<file path="config.mk">
export PLATFORM = sky130hd
export DESIGN_NAME = ecp_top
export DESIGN_NICKNAME = d
export VERILOG_FILES = /design/src/hw/ecp_pkg.sv /design/src/hw/ecp_dead_band.sv /design/src/hw/ecp_top.sv
export SDC_FILE = /design/constraint.sdc
export NUM_CORES = 1
export LEC_CHECK = 0
export BUFFER_PORTS_ARGS = -buffer_cell sky130_fd_sc_hd__buf_2
export CAP_MARGIN = 20
export CORE_AREA = 2 2 179 93
export CTS_CLUSTER_SIZE = 10
export DETAILED_ROUTE_END_ITERATION = 7
export DIE_AREA = 0 0 181 95
export PLACE_DENSITY = 0.81
export RECOVER_POWER = 25
export SYNTH_ARGS = -nofsm -noshare
export SYNTH_HDL_FRONTEND = slang
export SYNTH_SLANG_ARGS = --single-unit
</file>
<file path="constraint.sdc">
create_clock -name clk_i -period 4.1 [get_ports clk_i]
set_input_delay 1.025 -clock clk_i [delete_from_list [all_inputs] [get_ports clk_i]]
set_output_delay 1.025 -clock clk_i [all_outputs]
set_load 0.02 [all_outputs]
</file>
<file path="src/hw/ecp_pkg.sv">
// package: register map, field layout and timing constants of the capture/pwm steering unit
package ecp_pkg;
    // register byte offsets, one aligned word each
    localparam logic [7:0] OFS_UNIT1_CTRL  = 8'h00;
    localparam logic [7:0] OFS_UNIT2_CTRL  = 8'h04;
    localparam logic [7:0] OFS_UNIT3_CTRL  = 8'h08;
    localparam logic [7:0] OFS_UNIT4_CTRL  = 8'h0c;
    localparam logic [7:0] OFS_DUTY_LOW    = 8'h10;
    localparam logic [7:0] OFS_DUTY_HIGH   = 8'h14;
    localparam logic [7:0] OFS_TMR_CTRL    = 8'h18;
    localparam logic [7:0] OFS_TMR_GATE    = 8'h1c;
    localparam logic [7:0] OFS_TMR_LOW     = 8'h20;
    localparam logic [7:0] OFS_TMR_HIGH    = 8'h24;
    localparam logic [7:0] OFS_DEAD_BAND   = 8'h28;
    localparam logic [7:0] OFS_PERIOD      = 8'h2c;
    localparam logic [7:0] OFS_RELOC0      = 8'h30;
    localparam logic [7:0] OFS_RELOC1      = 8'h34;
    localparam logic [7:0] OFS_CAPT_LOW    = 8'h38;
    localparam logic [7:0] OFS_CAPT_HIGH   = 8'h3c;

    // field positions
    localparam int STEER_MSB   = 7;
    localparam int STEER_LSB   = 6;
    localparam int DUTY_LO_MSB = 5;
    localparam int DUTY_LO_LSB = 4;
    localparam int TMR_ON_BIT  = 0;
    localparam int TMR_EXT_BIT = 6;
    localparam int TMR_GE_BIT  = 7;
    localparam int GATE_POL_BIT = 6;
    localparam int RELOC_A_BIT = 0;
    localparam int RELOC_B_BIT = 1;
    localparam int RELOC_C_BIT = 2;
    localparam int RELOC_D_BIT = 3;

    // reset values
    localparam logic [7:0] CTRL_RST   = 8'h00;
    localparam logic [7:0] DATA_RST   = 8'h00;
    localparam logic [7:0] PERIOD_RST = 8'hff;

    // dead band is four oscillator periods per step
    localparam int DEAD_STEP_OSC = 4;

    // unit mode select code for capture on every rising edge, pwm code
    localparam logic [3:0] MODE_OFF     = 4'h0;
    localparam logic [3:0] MODE_CAPTURE = 4'h5;
    localparam logic [3:0] MODE_PWM_MSB = 4'hc;

    // steering codes
    typedef enum logic [1:0] {
        ECP_STEER_SINGLE = 2'b00,
        ECP_STEER_FWD    = 2'b01,
        ECP_STEER_HALF   = 2'b10,
        ECP_STEER_REV    = 2'b11
    } ecp_steer_e;

    // four bridge output pins, primary and alternate location
    typedef struct packed {
        logic a;
        logic b;
        logic c;
        logic d;
    } ecp_bridge_s;
endpackage

</file>
<file path="src/hw/ecp_dead_band.sv">
// dead-band edge delay: holds an output low until its input has been high long enough
`timescale 1ns/10ps
module ecp_dead_band
    import ecp_pkg::*;
#(
    parameter int DLY_W = 7
) (
    input  wire logic             clk_i,
    input  wire logic             resetn_i,
    input  wire logic             ce_i,
    input  wire logic             in_i,
    input  wire logic [DLY_W-1:0] delay_i,
    output logic                  out_o
);
    localparam int CNT_W = DLY_W + 2;

    logic [CNT_W-1:0] cnt_reg;
    logic [CNT_W-1:0] cnt_next;
    logic             out_reg;
    logic             out_next;
    logic [CNT_W-1:0] target;

    // delay counted in oscillator periods, four per step
    assign target = CNT_W'(delay_i) * CNT_W'(DEAD_STEP_OSC);

    // rising edge delayed, falling edge immediate, so two sides never overlap
    always_comb begin
        cnt_next = cnt_reg;
        out_next = out_reg;
        if (!in_i) begin
            cnt_next = '0;
            out_next = 1'b0;
        end else if (cnt_reg >= target) begin
            out_next = 1'b1;
        end else begin
            cnt_next = cnt_reg + CNT_W'(1);
        end
    end

    always_ff @(posedge clk_i or negedge resetn_i) begin
        if (!resetn_i) begin
            cnt_reg <= '0;
            out_reg <= 1'b0;
        end else if (ce_i) begin
            cnt_reg <= cnt_next;
            out_reg <= out_next;
        end
    end

    assign out_o = out_reg;
endmodule

</file>
<file path="src/hw/ecp_top.sv">
// capture/pwm unit with bridge output steering, capture time base and apb registers
`timescale 1ns/10ps
module ecp_top
    import ecp_pkg::*;
#(
    parameter int TMR_W    = 16,
    parameter int DUTY_W   = 10,
    parameter int PRESCALE = 1
) (
    input  wire logic        clk_i,
    input  wire logic        resetn_i,
    input  wire logic        ce_i,
    input  wire logic        sleep_i,
    input  wire logic        ext_clk_i,
    input  wire logic        gate_i,
    input  wire logic        capture_i,
    input  wire logic        psel_i,
    input  wire logic        penable_i,
    input  wire logic        pwrite_i,
    input  wire logic [7:0]  paddr_i,
    input  wire logic [31:0] pwdata_i,
    output logic [31:0]      prdata_o,
    output logic             pready_o,
    output logic             pslverr_o,
    output ecp_bridge_s      bridge_pri_o,
    output ecp_bridge_s      bridge_alt_o,
    output ecp_bridge_s      bridge_oe_pri_o,
    output ecp_bridge_s      bridge_oe_alt_o,
    output logic             capture_flag_o
);
    // elaboration check: byte lanes and the prescale counter are sized for these values only
    if (TMR_W != 16 || DUTY_W != 10 || PRESCALE < 1 || PRESCALE > 64) begin : g_bad_param
        $error("ecp_top: unsupported parameter values");
    end


    localparam int PS_W = 7;

    // control and data registers
    logic [7:0] ctrl_reg [4];
    logic [7:0] ctrl_next [4];
    logic [7:0] duty_reg;
    logic [7:0] duty_next;
    logic [7:0] dead_reg;
    logic [7:0] dead_next;
    logic [7:0] period_reg;
    logic [7:0] period_next;
    logic [7:0] tctrl_reg;
    logic [7:0] tctrl_next;
    logic [7:0] tgate_reg;
    logic [7:0] tgate_next;
    logic [7:0] reloc_reg;
    logic [7:0] reloc_next;
    logic [TMR_W-1:0] tmr_reg;
    logic [TMR_W-1:0] tmr_next;
    logic [TMR_W-1:0] capt_reg;
    logic [TMR_W-1:0] capt_next;
    logic             capf_reg;
    logic             capf_next;

    // synchronisers for pins
    logic [1:0] ext_sync_reg;
    logic [1:0] gate_sync_reg;
    logic [1:0] capt_sync_reg;
    logic       ext_prev_reg;
    logic       capt_prev_reg;

    // pwm state
    logic [7:0]        pcnt_reg;
    logic [7:0]        pcnt_next;
    logic [1:0]        pfrac_reg;
    logic [1:0]        pfrac_next;
    logic [PS_W-1:0]   ps_reg;
    logic [PS_W-1:0]   ps_next;
    logic [DUTY_W-1:0] dlat_reg;
    logic [DUTY_W-1:0] dlat_next;

    // apb decode: zero wait states, slverr on unmapped address
    logic wr_en;
    logic rd_hit;
    logic [7:0] rd_byte;

    // the unit mode and steering decode is used for unit 1 only
    function automatic logic is_pwm(input logic [7:0] c);
        return c[3:2] == MODE_PWM_MSB[3:2];
    endfunction

    function automatic logic is_capture(input logic [7:0] c);
        return c[3:0] == MODE_CAPTURE;
    endfunction

    always_ff @(posedge clk_i or negedge resetn_i) begin
        if (!resetn_i) begin
            ext_sync_reg  <= 2'b00;
            gate_sync_reg <= 2'b00;
            capt_sync_reg <= 2'b00;
            ext_prev_reg  <= 1'b0;
            capt_prev_reg <= 1'b0;
        end else if (ce_i) begin
            ext_sync_reg  <= {ext_sync_reg[0], ext_clk_i};
            gate_sync_reg <= {gate_sync_reg[0], gate_i};
            capt_sync_reg <= {capt_sync_reg[0], capture_i};
            ext_prev_reg  <= ext_sync_reg[1];
            capt_prev_reg <= capt_sync_reg[1];
        end
    end

    logic ext_rise;
    logic capt_rise;
    logic gate_true;
    logic tmr_tick;
    logic tmr_run;
    assign ext_rise  = ext_sync_reg[1] & ~ext_prev_reg;
    assign capt_rise = capt_sync_reg[1] & ~capt_prev_reg;
    assign gate_true = gate_sync_reg[1] ^ tgate_reg[GATE_POL_BIT];

    // external clock keeps ticking in sleep; instruction tick freezes there
    assign tmr_tick = tctrl_reg[TMR_EXT_BIT] ? ext_rise : ~sleep_i;
    assign tmr_run  = tctrl_reg[TMR_ON_BIT]
                    & (~tgate_reg[TMR_GE_BIT] | gate_true);

    assign wr_en  = psel_i & penable_i & pwrite_i;
    assign rd_hit = (paddr_i[1:0] == 2'b00) && (paddr_i <= OFS_CAPT_HIGH);

    // register writes, timer counting and capture
    always_comb begin
        for (int i = 0; i < 4; i++) begin
            ctrl_next[i] = ctrl_reg[i];
        end
        duty_next   = duty_reg;
        dead_next   = dead_reg;
        period_next = period_reg;
        tctrl_next  = tctrl_reg;
        tgate_next  = tgate_reg;
        reloc_next  = reloc_reg;
        tmr_next    = tmr_reg;
        capt_next   = capt_reg;
        capf_next   = capf_reg;
        if (tmr_run && tmr_tick) begin
            tmr_next = tmr_reg + TMR_W'(1);
        end
        // capture sampled in sleep too; with the instruction tick the count just stands
        if (is_capture(ctrl_reg[0]) && capt_rise) begin
            capt_next = tmr_reg;
        end
        if (wr_en) begin
            unique case (paddr_i)
                OFS_UNIT1_CTRL: ctrl_next[0] = pwdata_i[7:0];
                OFS_UNIT2_CTRL: ctrl_next[1] = pwdata_i[7:0];
                OFS_UNIT3_CTRL: ctrl_next[2] = {2'b00, pwdata_i[5:0]};
                OFS_UNIT4_CTRL: ctrl_next[3] = {2'b00, pwdata_i[5:0]};
                OFS_DUTY_LOW:   duty_next    = pwdata_i[7:0];
                OFS_TMR_CTRL:   tctrl_next   = pwdata_i[7:0];
                OFS_TMR_GATE:   tgate_next   = pwdata_i[7:0];
                OFS_TMR_LOW:    tmr_next     = {tmr_reg[15:8], pwdata_i[7:0]};
                OFS_TMR_HIGH:   tmr_next     = {pwdata_i[7:0], tmr_reg[7:0]};
                OFS_DEAD_BAND:  dead_next    = pwdata_i[7:0];
                OFS_PERIOD:     period_next  = pwdata_i[7:0];
                OFS_RELOC0:     reloc_next   = pwdata_i[7:0];
                OFS_CAPT_HIGH:  capf_next    = 1'b0;
                default: ;
            endcase
        end
        // a capture in the clearing cycle wins
        if (is_capture(ctrl_reg[0]) && capt_rise) begin
            capf_next = 1'b1;
        end
    end

    always_ff @(posedge clk_i or negedge resetn_i) begin
        if (!resetn_i) begin
            for (int i = 0; i < 4; i++) begin
                ctrl_reg[i] <= CTRL_RST;
            end
            duty_reg   <= DATA_RST;
            dead_reg   <= DATA_RST;
            period_reg <= PERIOD_RST;
            tctrl_reg  <= CTRL_RST;
            tgate_reg  <= CTRL_RST;
            reloc_reg  <= CTRL_RST;
            tmr_reg    <= '0;
            capt_reg   <= '0;
            capf_reg   <= 1'b0;
        end else if (ce_i) begin
            for (int i = 0; i < 4; i++) begin
                ctrl_reg[i] <= ctrl_next[i];
            end
            duty_reg   <= duty_next;
            dead_reg   <= dead_next;
            period_reg <= period_next;
            tctrl_reg  <= tctrl_next;
            tgate_reg  <= tgate_next;
            reloc_reg  <= reloc_next;
            tmr_reg    <= tmr_next;
            capt_reg   <= capt_next;
            capf_reg   <= capf_next;
        end
    end

    // read mux; reserved and write-only bits read zero
    always_comb begin
        rd_byte = 8'h00;
        unique case (paddr_i)
            OFS_UNIT1_CTRL: rd_byte = ctrl_reg[0];
            OFS_UNIT2_CTRL: rd_byte = ctrl_reg[1];
            OFS_UNIT3_CTRL: rd_byte = ctrl_reg[2];
            OFS_UNIT4_CTRL: rd_byte = ctrl_reg[3];
            OFS_DUTY_LOW:   rd_byte = duty_reg;
            OFS_DUTY_HIGH:  rd_byte = dlat_reg[9:2];
            OFS_TMR_CTRL:   rd_byte = tctrl_reg;
            OFS_TMR_GATE:   rd_byte = {tgate_reg[7:3], gate_sync_reg[1], tgate_reg[1:0]};
            OFS_TMR_LOW:    rd_byte = tmr_reg[7:0];
            OFS_TMR_HIGH:   rd_byte = tmr_reg[15:8];
            OFS_DEAD_BAND:  rd_byte = dead_reg;
            OFS_PERIOD:     rd_byte = period_reg;
            OFS_RELOC0:     rd_byte = reloc_reg;
            OFS_RELOC1:     rd_byte = {7'h00, capf_reg};
            OFS_CAPT_LOW:   rd_byte = capt_reg[7:0];
            OFS_CAPT_HIGH:  rd_byte = capt_reg[15:8];
            default:        rd_byte = 8'h00;
        endcase
    end

    assign pready_o  = 1'b1;
    assign pslverr_o = psel_i & penable_i & ~rd_hit;
    assign prdata_o  = {24'h000000, rd_byte};

    // pwm time base: period counter with 2-bit fraction, one step per PRESCALE oscillator ticks
    logic [1:0] steer;
    logic       pwm_on;
    logic       mod;
    logic       period_end;
    assign steer  = ctrl_reg[0][STEER_MSB:STEER_LSB];
    assign pwm_on = is_pwm(ctrl_reg[0]);
    assign period_end = (pcnt_reg == period_reg) && (pfrac_reg == 2'b11)
                      && (ps_reg == PS_W'(PRESCALE - 1));

    always_comb begin
        ps_next    = ps_reg;
        pfrac_next = pfrac_reg;
        pcnt_next  = pcnt_reg;
        dlat_next  = dlat_reg;
        if (!pwm_on) begin
            ps_next    = '0;
            pfrac_next = 2'b00;
            pcnt_next  = 8'h00;
        end else if (ps_reg != PS_W'(PRESCALE - 1)) begin
            ps_next = ps_reg + PS_W'(1);
        end else begin
            ps_next    = '0;
            pfrac_next = pfrac_reg + 2'b01;
            if (pfrac_reg == 2'b11) begin
                pcnt_next = period_end ? 8'h00 : pcnt_reg + 8'h01;
            end
        end
        // duty latched at period start so a width change never glitches a pulse
        if (!pwm_on || period_end) begin
            dlat_next = {duty_reg, ctrl_reg[0][DUTY_LO_MSB:DUTY_LO_LSB]};
        end
    end

    always_ff @(posedge clk_i or negedge resetn_i) begin
        if (!resetn_i) begin
            ps_reg    <= '0;
            pfrac_reg <= 2'b00;
            pcnt_reg  <= 8'h00;
            dlat_reg  <= '0;
        end else if (ce_i) begin
            ps_reg    <= ps_next;
            pfrac_reg <= pfrac_next;
            pcnt_reg  <= pcnt_next;
            dlat_reg  <= dlat_next;
        end
    end

    // high while 10-bit position is below duty: width = tosc * duty * prescale
    assign mod = pwm_on && ({pcnt_reg, pfrac_reg} < dlat_reg);

    // half-bridge delayed pair
    logic half_a;
    logic half_b;
    ecp_dead_band #(.DLY_W(7)) u_db_a (
        .clk_i    (clk_i),
        .resetn_i (resetn_i),
        .ce_i     (ce_i),
        .in_i     (mod),
        .delay_i  (dead_reg[6:0]),
        .out_o    (half_a)
    );
    ecp_dead_band #(.DLY_W(7)) u_db_b (
        .clk_i    (clk_i),
        .resetn_i (resetn_i),
        .ce_i     (ce_i),
        .in_i     (pwm_on & ~mod),
        .delay_i  (dead_reg[6:0]),
        .out_o    (half_b)
    );

    // steering of the four outputs, registered
    ecp_bridge_s pins_reg;
    ecp_bridge_s pins_next;
    ecp_bridge_s oe_reg;
    ecp_bridge_s oe_next;

    always_comb begin
        pins_next = '0;
        oe_next   = '0;
        if (pwm_on) begin
            unique case (steer)
                ECP_STEER_SINGLE: begin
                    pins_next.a = mod;
                    oe_next.a   = 1'b1;
                end
                ECP_STEER_HALF: begin
                    pins_next.a = half_a;
                    pins_next.b = half_b;
                    oe_next     = '{a: 1'b1, b: 1'b1, c: 1'b0, d: 1'b0};
                end
                ECP_STEER_FWD: begin
                    pins_next = '{a: 1'b1, b: 1'b0, c: 1'b0, d: mod};
                    oe_next   = '1;
                end
                ECP_STEER_REV: begin
                    pins_next = '{a: 1'b0, b: mod, c: 1'b1, d: 1'b0};
                    oe_next   = '1;
                end
            endcase
        end
    end

    always_ff @(posedge clk_i or negedge resetn_i) begin
        if (!resetn_i) begin
            pins_reg <= '0;
            oe_reg   <= '0;
        end else if (ce_i) begin
            pins_reg <= pins_next;
            oe_reg   <= oe_next;
        end
    end

    // relocation: each pin goes either to its primary or to its alternate location
    logic [3:0] sel_alt;
    assign sel_alt = {reloc_reg[RELOC_A_BIT], reloc_reg[RELOC_B_BIT],
                      reloc_reg[RELOC_C_BIT], reloc_reg[RELOC_D_BIT]};
    // pin direction bits live in the port block; oe here only says the unit wants the pin
    assign bridge_pri_o    = pins_reg & ~sel_alt;
    assign bridge_alt_o    = pins_reg & sel_alt;
    assign bridge_oe_pri_o = oe_reg & ~sel_alt;
    assign bridge_oe_alt_o = oe_reg & sel_alt;
    assign capture_flag_o  = capf_reg;
endmodule

</file>
# == Yosys cells after proc, flatten, opt, wreduce, memory -nomap -nowiden ==
# Cells that the tools add are included.
# op_classes
addsub,6
mul,0
div_mod_pow,0
order_cmp,4
n_eq_ne,30
shift,0
muxes,31
bitwise,20
n_reduce_logical,38
# ops
cell,count
one-hot mux 8 bit (16 select lines),1
equality test 8 x 6 -> 1 bit (second input constant),8
2-to-1 mux 9 bit,4
AND reduction 3 bit,12
equality test 8 x 5 -> 1 bit (second input constant),4
2-to-1 mux 16 bit,2
2-to-1 mux 8 bit,4
one-hot mux 16 bit (2 select lines),1
adder 9 x 1 -> 9 bit (second input constant),2
>= comparator 9 bit,2
AND reduction 2 bit,9
adder 16 x 1 -> 16 bit (second input constant),1
bitwise AND 4 bit,4
equality test 8 x 4 -> 1 bit (second input constant),2
2-to-1 mux 7 bit,2
inequality test 2 bit (second input constant),6
< comparator 10 bit,1
2-to-1 mux 1 bit,9
adder 8 x 1 -> 8 bit (second input constant),1
equality test 2 bit (second input constant),4
equality test 8 x 3 -> 1 bit (second input constant),1
equality test 8 bit,1
less-or-equal comparator 8 x 6 -> 1 bit (second input constant),1
zero test 8 bit,1
25 further kinds,46
# word_totals
regBits,172
latchBits,0
ram_bits,0
mem_bits_ro,0
input_bits,50
out_inout_bits,51
word_cells,164
memories,0

# == Logic depth before layout (Yosys ltp) ==
# Gate-level depths: netlist of run 1.
# logic_depth
depth_word,7
mapped_depth,9
ltp_nobuf,8

# == Hierarchy ==
# A second synthesis of run 1 with hierarchy kept.
# hier_totals
hier_cells,952
hier_area_um2,9798.1
# modules_own_cells
module,instances,cells_each,area_each_um2,seq_area_each_um2
ecp_top,1,772,8291.7,3763.6
ecp_dead_band,2,90,753.2,250.2

# == Least setup slack after synthesis of run 1 ==
# No wires, ideal clock.
# synth_path
path_kind,input port to output port
start,in paddr_i[6]
end,out prdata_o[2]
arrival_ns,2.673
required_ns,3.075
setup_slack_ns,0.402
path_stages,6
n_path_buf,2
cell_sequence,buf_2 nor4b_2 clkbuf_1 a222oi_1 a21boi_0 o221ai_1
# synth_between
elab_chain_len,2
elab_cells_between_ends,17
classes_between,eq/ne: 15; mux: 1; reduce/logical: 1
# synth_rtl
item,line,source
from (decl),ecp_top.sv:20,"input wire logic [7:0] paddr_i,"
"equality test 8 x 6 -> 1 bit, or another cell as far along",ecp_top.sv:203,unique case (paddr_i)
one-hot mux 8 bit (16 select lines) (*),ecp_top.sv:203,
to (decl),ecp_top.sv:22,"output logic [31:0] prdata_o,"
# Every way passes the cells marked *; elsewhere a longest branch is shown, timed or not.

# == Final worst setup path of run 1 ==
# layout_path
start,in paddr_i[4]
end,out prdata_o[5]
# The elaborated chain is that of the path after synthesis.

==> results of run 1 <==
routing by layer:
layer  part of all wire [%]  up-vias
met5                  0.049        -
met4                    1.2        2
met3                     15       33
met2                     40      458
met1                     44     3773
li1                       -     3365
cell families after synthesis:
group           synth area share, %
other cells                  0.0809
compound gates                 14.9
simple gates                   15.0
flops                          46.0
xor+xnor                       2.64
mux                            11.6
fa+ha+maj                      4.31
buf+inv                        5.56
stage by stage:
stage	util (%)	instances	hold slack (ns)	cell area [um^2]	setup slack (ns)
after floorplan	-	933	0.450	9370	0.402
after global placement	61.4	1144	0.477	9730	0.328
after detailed placement	61.4	1144	0.482	9730	0.284
after CTS	65.2	1176	0.509	10300	0.282
after global routing	65.1	1176	0.523	10300	0.181
final	65.1	1176	0.506	10300	0.198
worst max-delay path: cells and delay by family:
| kind | cells | cell delay (ns) |
|---|---|---|
| AOI/OAI and AO/OA | 3 | 0.63 |
| buffers and inverters | 2 | 0.43 |
| muxes | 1 | 0.39 |
| and+or+nand+nor | 1 | 0.40 |
cells in the final DEF (no fill, tap or decap), types with 8 or more instances in the layout:
cell	n
dfrtp_1	162
mux2_2	92
nand2_1	80
o21ai_0	66
nor2_1	65
buf_2	49
inv_1	34
a21oi_1	32
ha_1	32
a22oi_1	26
conb_1	25
nand3_1	21
nand4_1	19
clkbuf_16	17
buf_4	15
xnor2_1	14
xor2_1	14
and2_1	13
o22ai_1	10
a222oi_1	9
a31oi_1	9
nor3_1	8
or3_1	8
and3_1	8
dfstp_2	8
where the power goes:
part | switching, mW | internal (mW)
Clock | 0.780 | 0.874
Sequential | 0.0810 | 1.72
Combinational | 0.192 | 0.0771
path summary, 6_finish.rpt:
check / slack, ns / end
max in group asynchronous: 1.48 / pcnt_reg[1]
min in group asynchronous: 1.19 / tmr_reg[13]
hold / removal: 0.51 / dlat_reg[6]
hold reg to reg: 0.51 / dlat_reg[6]
setup / recovery: 0.20 / prdata_o[5]
setup reg to reg: 1.14 / dlat_reg[0]
cell type report:
class | count | area share [%]
Sequential cell | 170 | 41.3
Timing Repair Buffer | 70 | 4.33
Clock buffer | 17 | 4.12
Inverter | 34 | 1.24
Tap cell | 210 | 2.55
Multi-Input combinational cell | 660 | 44.8
Clock inverter | 15 | 1.71
==> flow_metrics.tcl, run 1 <==
set metrics [dict create \
    min_period_over_period_pct 95.2 \
    design.die.area_um2 17200 \
    min_period_ns 3.90 \
    worstPathCellList "buf_2, mux2_2, a22o_1, a21oi_1, o22ai_1, or3_1, buf_2" \
    place.gp.congestion 0.967 \
    start_util_pct 58.5 \
    drtIter0Drc 980 \
    cp.required_ns 3.07 \
    numCtsBuffers 17 \
    hold_class "flop to flop" \
    async_flop_share_pct 100 \
    slew-limit-headroom_pct -47.2 \
    synth.distinct_cells 69 \
    route.detailed.drc 0 \
    worstHoldStart "duty_reg[4]" \
    ys_ff_latch 170 \
    grt_pass1_wl_um 41400 \
    grt_usage_pct 32.5 \
    grt_busiest_layer "met1" \
    syn-cell-area_um2 9280 \
    hold_violations 0 \
    tns_ns 0 \
    synthesis.instances 910 \
    cpPeakStageDelay_ns 0.40 \
    htreeDepth 4 \
    clk_latency_ns 0.44 \
    skew_ns 0.00872 \
    synth-edff-count 0 \
    io_buffers 51 \
    via_per_inst 6.49 \
    crit_top_cell "buf_2" \
    post_cts.repair.setup_buffers 0 \
    grt_overflow 0 \
    core_area_um2 15900 \
    power_mw 3.72 \
    hpwl_um 19000 \
    grt_max_degree 87 \
    clk_path_buf_depth 2 \
    antenna_found_initial 1 \
    syn_to_final_growth_pct 11.3 \
    wl_um 26600 \
    cts_tree "yes" \
    synth.most_common_cell "dfrtp_1" \
    crit_path_start_kind "input pin" \
    grt_pass1_vias 7095 \
    largest_reg_flops 28 \
    synth_area_leaders "dfrtp_1 44%, mux2_2 11%, ha_1 4.3%, o21ai_0 3.6%, nand2_1 3.2%" \
    max_freq_mhz 256 \
    yosysWarnings 0 \
    syn_area_per_cell_um2 10.2 \
    cp.arrival_ns 2.88 \
    die_height_um 95 \
    p_per_area_nw_per_um2 360 \
    cts-root-buf "clkbuf_16" \
    slew_violations 86 \
    cp_slowest_cell "or3_1" \
    rsz0062_at_grt "no" \
    synth_top_area_share_pct 43.7 \
    worstReg2RegStart "ps_reg[0]" \
    detail-route-antenna-nets 0 \
    worstSetupPathType "input pin to primary output" \
    grtUsageMet2_pct 44.6 \
    maxCapViolations 1 \
    rows 33 \
    regArea_um2 4260 \
    drtPass1Iterations 8 \
    fillCellCount 1263 \
    cp-end-kind "primary output" \
    worstHoldPathCells 2 \
    worstSetupStartpoint "paddr_i[4]" \
    nNetsFinal 1035 \
    clk_pin_slew_worst_paths_ns 0.07 \
    die_x_um 181 \
    multi_input_area_um2 4620 \
    vias 7631 \
    peakVddDrop_uv 314 \
    grt_use_met3_pct 14.2 \
    ff2ff_path_depth 7 \
    worstMarginPinSlew_ns 2.21 \
    post_drt_wl_per_cell_um 22.7 \
    status "finished, violations left" \
    grt_util_met1_pct 46.6 \
    ctsHoldBuffers 0 \
    synth_top_area_cell "dfrtp_1" \
    power.leakage_nw 4.68 \
    clock_sinks 170 \
    cts_resized 0 \
    setup_violations 0 \
    crit_fanout 10 \
    diodes 0 \
    io_pins 101 \
    synth_flop_cell "dfrtp_1" \
    ys_seq_area_share_pct 46.0 \
    drive_gt1_share_pct 22.9 \
    violations "max-capacitance violations, max-slew violations" \
    synth.top_cells.by_count "162 x dfrtp_1, 92 x mux2_2, 80 x nand2_1" \
]
Power figures use the tool's default switching activity.
==> inputs of run 2 (changes only) <==
--- a/config.mk
+++ b/config.mk
@@ -5,13 +5,14 @@
 export SDC_FILE = /design/constraint.sdc
 export NUM_CORES = 1
 export LEC_CHECK = 0
+export ABC_AREA = 1
 export BUFFER_PORTS_ARGS = -buffer_cell sky130_fd_sc_hd__buf_2
 export CAP_MARGIN = 20
-export CORE_AREA = 2 2 179 93
+export CORE_AREA = 2 2 184 96
 export CTS_CLUSTER_SIZE = 10
 export DETAILED_ROUTE_END_ITERATION = 7
-export DIE_AREA = 0 0 181 95
-export PLACE_DENSITY = 0.81
+export DIE_AREA = 0 0 186 98
+export PLACE_DENSITY = 0.8
 export RECOVER_POWER = 25
 export SYNTH_ARGS = -nofsm -noshare
 export SYNTH_HDL_FRONTEND = slang
==> flow_metrics.tcl, run 2 <==
set metrics [dict create \
    grt_overflow 0 \
    synth_top_area_cell "dfrtp_1" \
    via_per_inst 5.79 \
    p_int_mw 2.66 \
    synth_area_leaders "dfrtp_1 41%, nand2_1 18%, inv_1 4.6%, o21ai_0 4.5%, ha_1 4.1%" \
    final_cell_mix "473 x nand2_1, 162 x dfrtp_1, 121 x inv_1" \
    drtIter0Drc 1041 \
    min_period_over_period_pct 92.6 \
    p_per_area_nw_per_um2 338 \
    switching_share_pct 26.3 \
    cp-end-kind "primary output" \
    violations "max-capacitance violations, max-slew violations" \
    cp_slowest_cell "nor3_1" \
    clk_latency_ns 0.44 \
    worstMarginPinSlew_ns 2.06 \
    fin_cells 1604 \
    cp.arrival_ns 2.77 \
    cts-root-buf "clkbuf_16" \
    async_flop_share_pct 100 \
    yosysWarnings 0 \
    syn_area_per_cell_um2 7.45 \
    whs_ns 0.472 \
    tns_ns 0 \
    cts_resized 0 \
    synth_top_area_share_pct 41.5 \
    io_buffers 51 \
    grt_max_degree 78 \
    rsz0062_at_grt "no" \
    post_drt_wl_per_cell_um 18.0 \
    io_pins 101 \
    route.detailed.drc 0 \
    critical-path-top-delay-family "simple AND/OR/NAND/NOR gates" \
    slew_violations 112 \
    seqPwrFrac_pct 49.0 \
    regArea_um2 4260 \
    hold_class "flop to flop" \
    synth.top_cells.by_count "473 x nand2_1, 162 x dfrtp_1, 120 x inv_1" \
    pwr-share-clk_pct 43.1 \
    syn-cell-area_um2 9780 \
    crit_path_start_kind "input pin" \
    drtPass1Iterations 5 \
    drive_gt1_share_pct 9.93 \
    clock_sinks 170 \
    core_area_um2 16800 \
    syn_to_final_growth_pct 9.39 \
    largest_reg_flops 28 \
    htreeDepth 4 \
    status "finished, violations left" \
    p_sw_mw 0.951 \
    antenna_found_initial 1 \
    peakVddDrop_uv 305 \
    rows 34 \
    ctsHoldBuffers 0 \
    grt_pass1_vias 8222 \
    maxCapViolations 2 \
    clk_path_buf_depth 2 \
    die_height_um 98 \
    fillCellCount 1494 \
    wl_um 29000 \
    cpPeakStageDelay_ns 0.65 \
    place.gp.congestion 1.06 \
    power_mw 3.61 \
    ys_ff_latch 170 \
    synth.most_common_cell "nand2_1" \
    vias 9284 \
    worstPathCellList "buf_2, inv_1, nand2_1, nor2_2, nand2_2, nor2_4, nand2_1, o21ai_0, nor3_1, nand2_1, buf_2" \
    post_cts.repair.setup_buffers 0 \
    cts_tree "yes" \
    p_comb_share_pct 8.0 \
    hold_violations 0 \
    skew_ns 0.0103 \
    design.die.area_um2 18200 \
    grt_pass1_wl_um 45600 \
    reg2reg_slack_ns 1.52 \
    worstSetupPathType "input pin to primary output" \
    crit_top_cell "nand2_1" \
    hpwl_um 21300 \
    max_freq_mhz 263 \
    synthesis.instances 1312 \
    synth-edff-count 0 \
    nNetsFinal 1440 \
    crit_fanout 10 \
    start_util_pct 58.2 \
    ys_seq_area_share_pct 43.6 \
    detail-route-antenna-nets 0 \
    cp.required_ns 3.07 \
    worst-path-buf-inv 3 \
    synth.distinct_cells 43 \
    final_common_cell "nand2_1" \
    numCtsBuffers 17 \
    slew-limit-headroom_pct -37.0 \
    die_x_um 186 \
    min_period_ns 3.80 \
    dp.cells 1573 \
    synth_flop_cell "dfrtp_1" \
    power.leakage_nw 5.38 \
    multi_input_area_um2 4800 \
    grt_usage_pct 33.2 \
    clk_pin_slew_worst_paths_ns 0.06 \
    setup_violations 0 \
]
-- run 2: worst paths after layout --
kind / to / cells past startpoint / startpoint
max: prdata_o[0] / 11 / paddr_i[0]
min: capt_sync_reg[0] / 2 / capt_sync_reg[0]
max reg2reg: u_db_b.cnt_reg[5] / 9 / pcnt_reg[3]
min reg2reg: capt_sync_reg[0] / 2 / capt_sync_reg[0]
max in group asynchronous: u_db_a.out_o / 2 / resetn_i
min in group asynchronous: tmr_reg[10] / 1 / resetn_i
-- run 2: worst reg2reg max path, cell delays in order (launching register included) --
cell	delay [ns]
dfrtp_1	0.47
ha_1	0.36
a21o_1	0.19
o21ai_0	0.30
nand3_1	0.34
nand2_1	0.29
nand2_1	0.19
nand2_1	0.27
nand2_1	0.08
nand2_1	0.06
-- run 2: layer usage --
| metal | GRT usage (%) | wire length (um) |
|---|---|---|
| met4 | 7.57 | 381 |
| met3 | 10.5 | 4150 |
| met1 | 53.1 | 13300 |
| met5 | 3.20 | 83 |
| met2 | 42.6 | 11000 |
-- run 2: logic make-up (layout without fill, tap and decap cells) --
group / after synthesis / after routing / share of synthesized area (%)
other: 2 / 26 / 0.0768
AO/OA/AOI/OAI: 183 / 183 / 9.91
XOR/XNOR: 18 / 18 / 1.61
flip-flops: 170 / 170 / 43.6
buffers and inverters: 179 / 213 / 8.17
adder cells (fa/ha/maj): 32 / 32 / 4.10
AND/OR/NAND/NOR: 727 / 727 / 32.4
multiplexers: 1 / 1 / 0.102
-- run 2: cell type report --
type / count / share of cell area, %
Timing Repair Buffer: 59 / 3.02
Tap cell: 234 / 2.74
Multi-Input combinational cell: 986 / 44.9
Clock inverter: 7 / 0.644
Clock buffer: 23 / 4.47
Antenna cell: 1 / 0.0234
Sequential cell: 170 / 39.9
Inverter: 124 / 4.35
-- run 2: power by group through the flow --
stage               sequential, mW  clock [mW]  combinational, mW
finish                        1.77        1.55              0.289
floorplan                     1.77           0              0.191
CTS                           1.76        1.56              0.284
global placement              1.79           0              0.274
detailed placement            1.79           0              0.281
global route                  1.77        1.62              0.324
-- run 2: stage by stage --
step / area, um^2 / setup WS [ns] / utilization, %
floorplan: 9860 / 0.963 / -
global placement: 10200 / 0.490 / 60.4
detailed placement: 10200 / 0.480 / 60.4
CTS: 10700 / 0.455 / 63.7
global route: 10700 / 0.256 / 63.6
finish: 10700 / 0.302 / 63.6
==> inputs of run 3 (changes only) <==
--- a/config.mk
+++ b/config.mk
@@ -13,7 +13,7 @@
 export DETAILED_ROUTE_END_ITERATION = 7
 export DIE_AREA = 0 0 186 98
 export PLACE_DENSITY = 0.8
-export RECOVER_POWER = 25
+export RECOVER_POWER = 100
 export SYNTH_ARGS = -nofsm -noshare
 export SYNTH_HDL_FRONTEND = slang
 export SYNTH_SLANG_ARGS = --single-unit
==> flow_metrics.tcl, run 3 (synthesis results as in run 2) <==
set metrics [dict create \
    detail-route-antenna-nets 0 \
    clk_path_buf_depth 2 \
    r2r-end "u_db_b.cnt_reg[5]" \
    peakVddDrop_uv 305 \
    switching_share_pct 26.4 \
    worstReg2RegStart "pcnt_reg[3]" \
    grt_max_degree 78 \
    final_core_util_pct 63.2 \
    grt_pass1_wl_um 45600 \
    wl_met2_um 11100 \
    design.die.area_um2 18200 \
    htreeDepth 4 \
    io_buffers 51 \
    cp-end-kind "primary output" \
    reg2reg_slack_ns 1.52 \
    hold_end "capt_sync_reg[0]" \
    post_cts.repair.setup_buffers 0 \
    ctsHoldBuffers 0 \
    cts-root-buf "clkbuf_16" \
    power.leakage_nw 5.28 \
    max_freq_mhz 259 \
    wl_um 29000 \
    crit_fanout 4 \
    grt_overflow 0 \
    ff2ff_path_depth 9 \
    io_pins 101 \
    status "finished, violations left" \
    fillCellCount 1521 \
    cp.required_ns 3.07 \
    syn_to_final_growth_pct 8.58 \
    p_sw_mw 0.953 \
    top_layer_used "met5" \
    grt_pass1_vias 8222 \
    min_period_over_period_pct 94.2 \
    cts_tree "yes" \
    crit_path_start_kind "input pin" \
    skew_ns 0.0108 \
    worstHoldStart "capt_sync_reg[0]" \
    p_comb_share_pct 7.9 \
    pwr-share-clk_pct 43.2 \
    worstSetupPathType "input pin to primary output" \
    route.detailed.drc 0 \
    cts_resized 0 \
    min_period_ns 3.86 \
    worstMarginPinSlew_ns 2.02 \
    seqPwrFrac_pct 48.9 \
    drtIter0Drc 1045 \
    final_cell_mix "481 x nand2_1, 162 x dfrtp_1, 125 x o21ai_0" \
    maxCapViolations 2 \
    via_per_inst 5.75 \
    met1Wirelength_um 13300 \
    cp.arrival_ns 2.84 \
    slew-limit-headroom_pct -34.9 \
    clk_latency_ns 0.44 \
    largest_reg_flops 28 \
    post_drt_wl_per_cell_um 18.1 \
    clock_sinks 170 \
    drtPass1Iterations 6 \
    rsz0062_at_grt "no" \
    clk_pin_slew_worst_paths_ns 0.06 \
    power_mw 3.61 \
    rows 34 \
    place.gp.congestion 1.06 \
    p_per_area_nw_per_um2 340 \
    start_util_pct 58.2 \
    drive_gt1_share_pct 7.52 \
    p_int_mw 2.66 \
    setup_violations 0 \
    numCtsBuffers 17 \
    worstHoldPathCells 2 \
    die_height_um 98 \
    antenna_found_initial 1 \
    post-place-ws_ns 0.480 \
    core_area_um2 16800 \
    wl_met3_um 4130 \
    slew_violations 112 \
    hpwl_um 21300 \
    final_common_cell "nand2_1" \
    grt_usage_pct 33.2 \
    setup_slack_ns 0.239 \
    hold_violations 0 \
    die_x_um 186 \
    hold_class "flop to flop" \
    violations "max-capacitance violations, max-slew violations" \
    nNetsFinal 1440 \
    tns_ns 0 \
    vias 9218 \
]
run 3: cell types whose count changed in the layout (fill, tap and decap cells not counted), sizes merged:
cell    before  now
buf         56   34
clkbuf      26   48
run 3: worst max path at each step:
| stage | slack, ns | end | startpoint |
|---|---|---|---|
| CTS | 0.45 | prdata_o[0] | paddr_i[0] |
| finish | 0.24 | prdata_o[1] | paddr_i[0] |
| floorplan | 0.96 | prdata_o[5] | paddr_i[7] |
| global placement | 0.49 | prdata_o[1] | paddr_i[0] |
| detailed placement | 0.48 | prdata_o[5] | paddr_i[7] |
| global route | 0.13 | prdata_o[7] | paddr_i[0] |
run 3: critical path, stage by stage:
cell and delay (ns):
buf_2 0.11, inv_1 0.04, nand2_1 0.07, nor2_2 0.15
nand2_1 0.17, nor2_1 0.38, inv_1 0.16, o211ai_1 0.35
nor2_1 0.09, nand2_1 0.11, buf_2 0.17
run 3: stage by stage:
stage | hold slack [ns] | cell area [um^2] | instances
detailed placement | 0.459 | 10200 | 1573
finish | 0.473 | 10600 | 1604
floorplan | 0.442 | 9860 | 1335
global route | 0.500 | 10600 | 1603
global placement | 0.457 | 10200 | 1573
CTS | 0.474 | 10700 | 1603
run 3: metal layers:
metal  vias to the layer above  GRT usage, %
met5                         -          3.20
met4                         2          7.57
met3                        47          10.5
met2                       536          42.6
met1                      4361          53.1
li1                       4272             -
run 3: power by group through the flow:
stage	Combinational (mW)	Sequential (mW)	Clock [mW]
floorplan	0.191	1.77	0
global placement	0.274	1.79	0
detailed placement	0.281	1.79	0
CTS	0.284	1.76	1.56
global route	0.320	1.77	1.62
finish	0.285	1.77	1.56
run 3: area by class of cell:
type / instances / area, um^2 / share of cell area [%]
inverters: 124 / 465 / 4.39
diodes: 1 / 2.50 / 0.0236
flip-flops and latches: 170 / 4260 / 40.2
clock inverters: 7 / 68.8 / 0.648
multi-input cells: 986 / 4750 / 44.8
clock buffers: 23 / 478 / 4.50
repair buffers: 59 / 290 / 2.73
well taps: 234 / 293 / 2.76
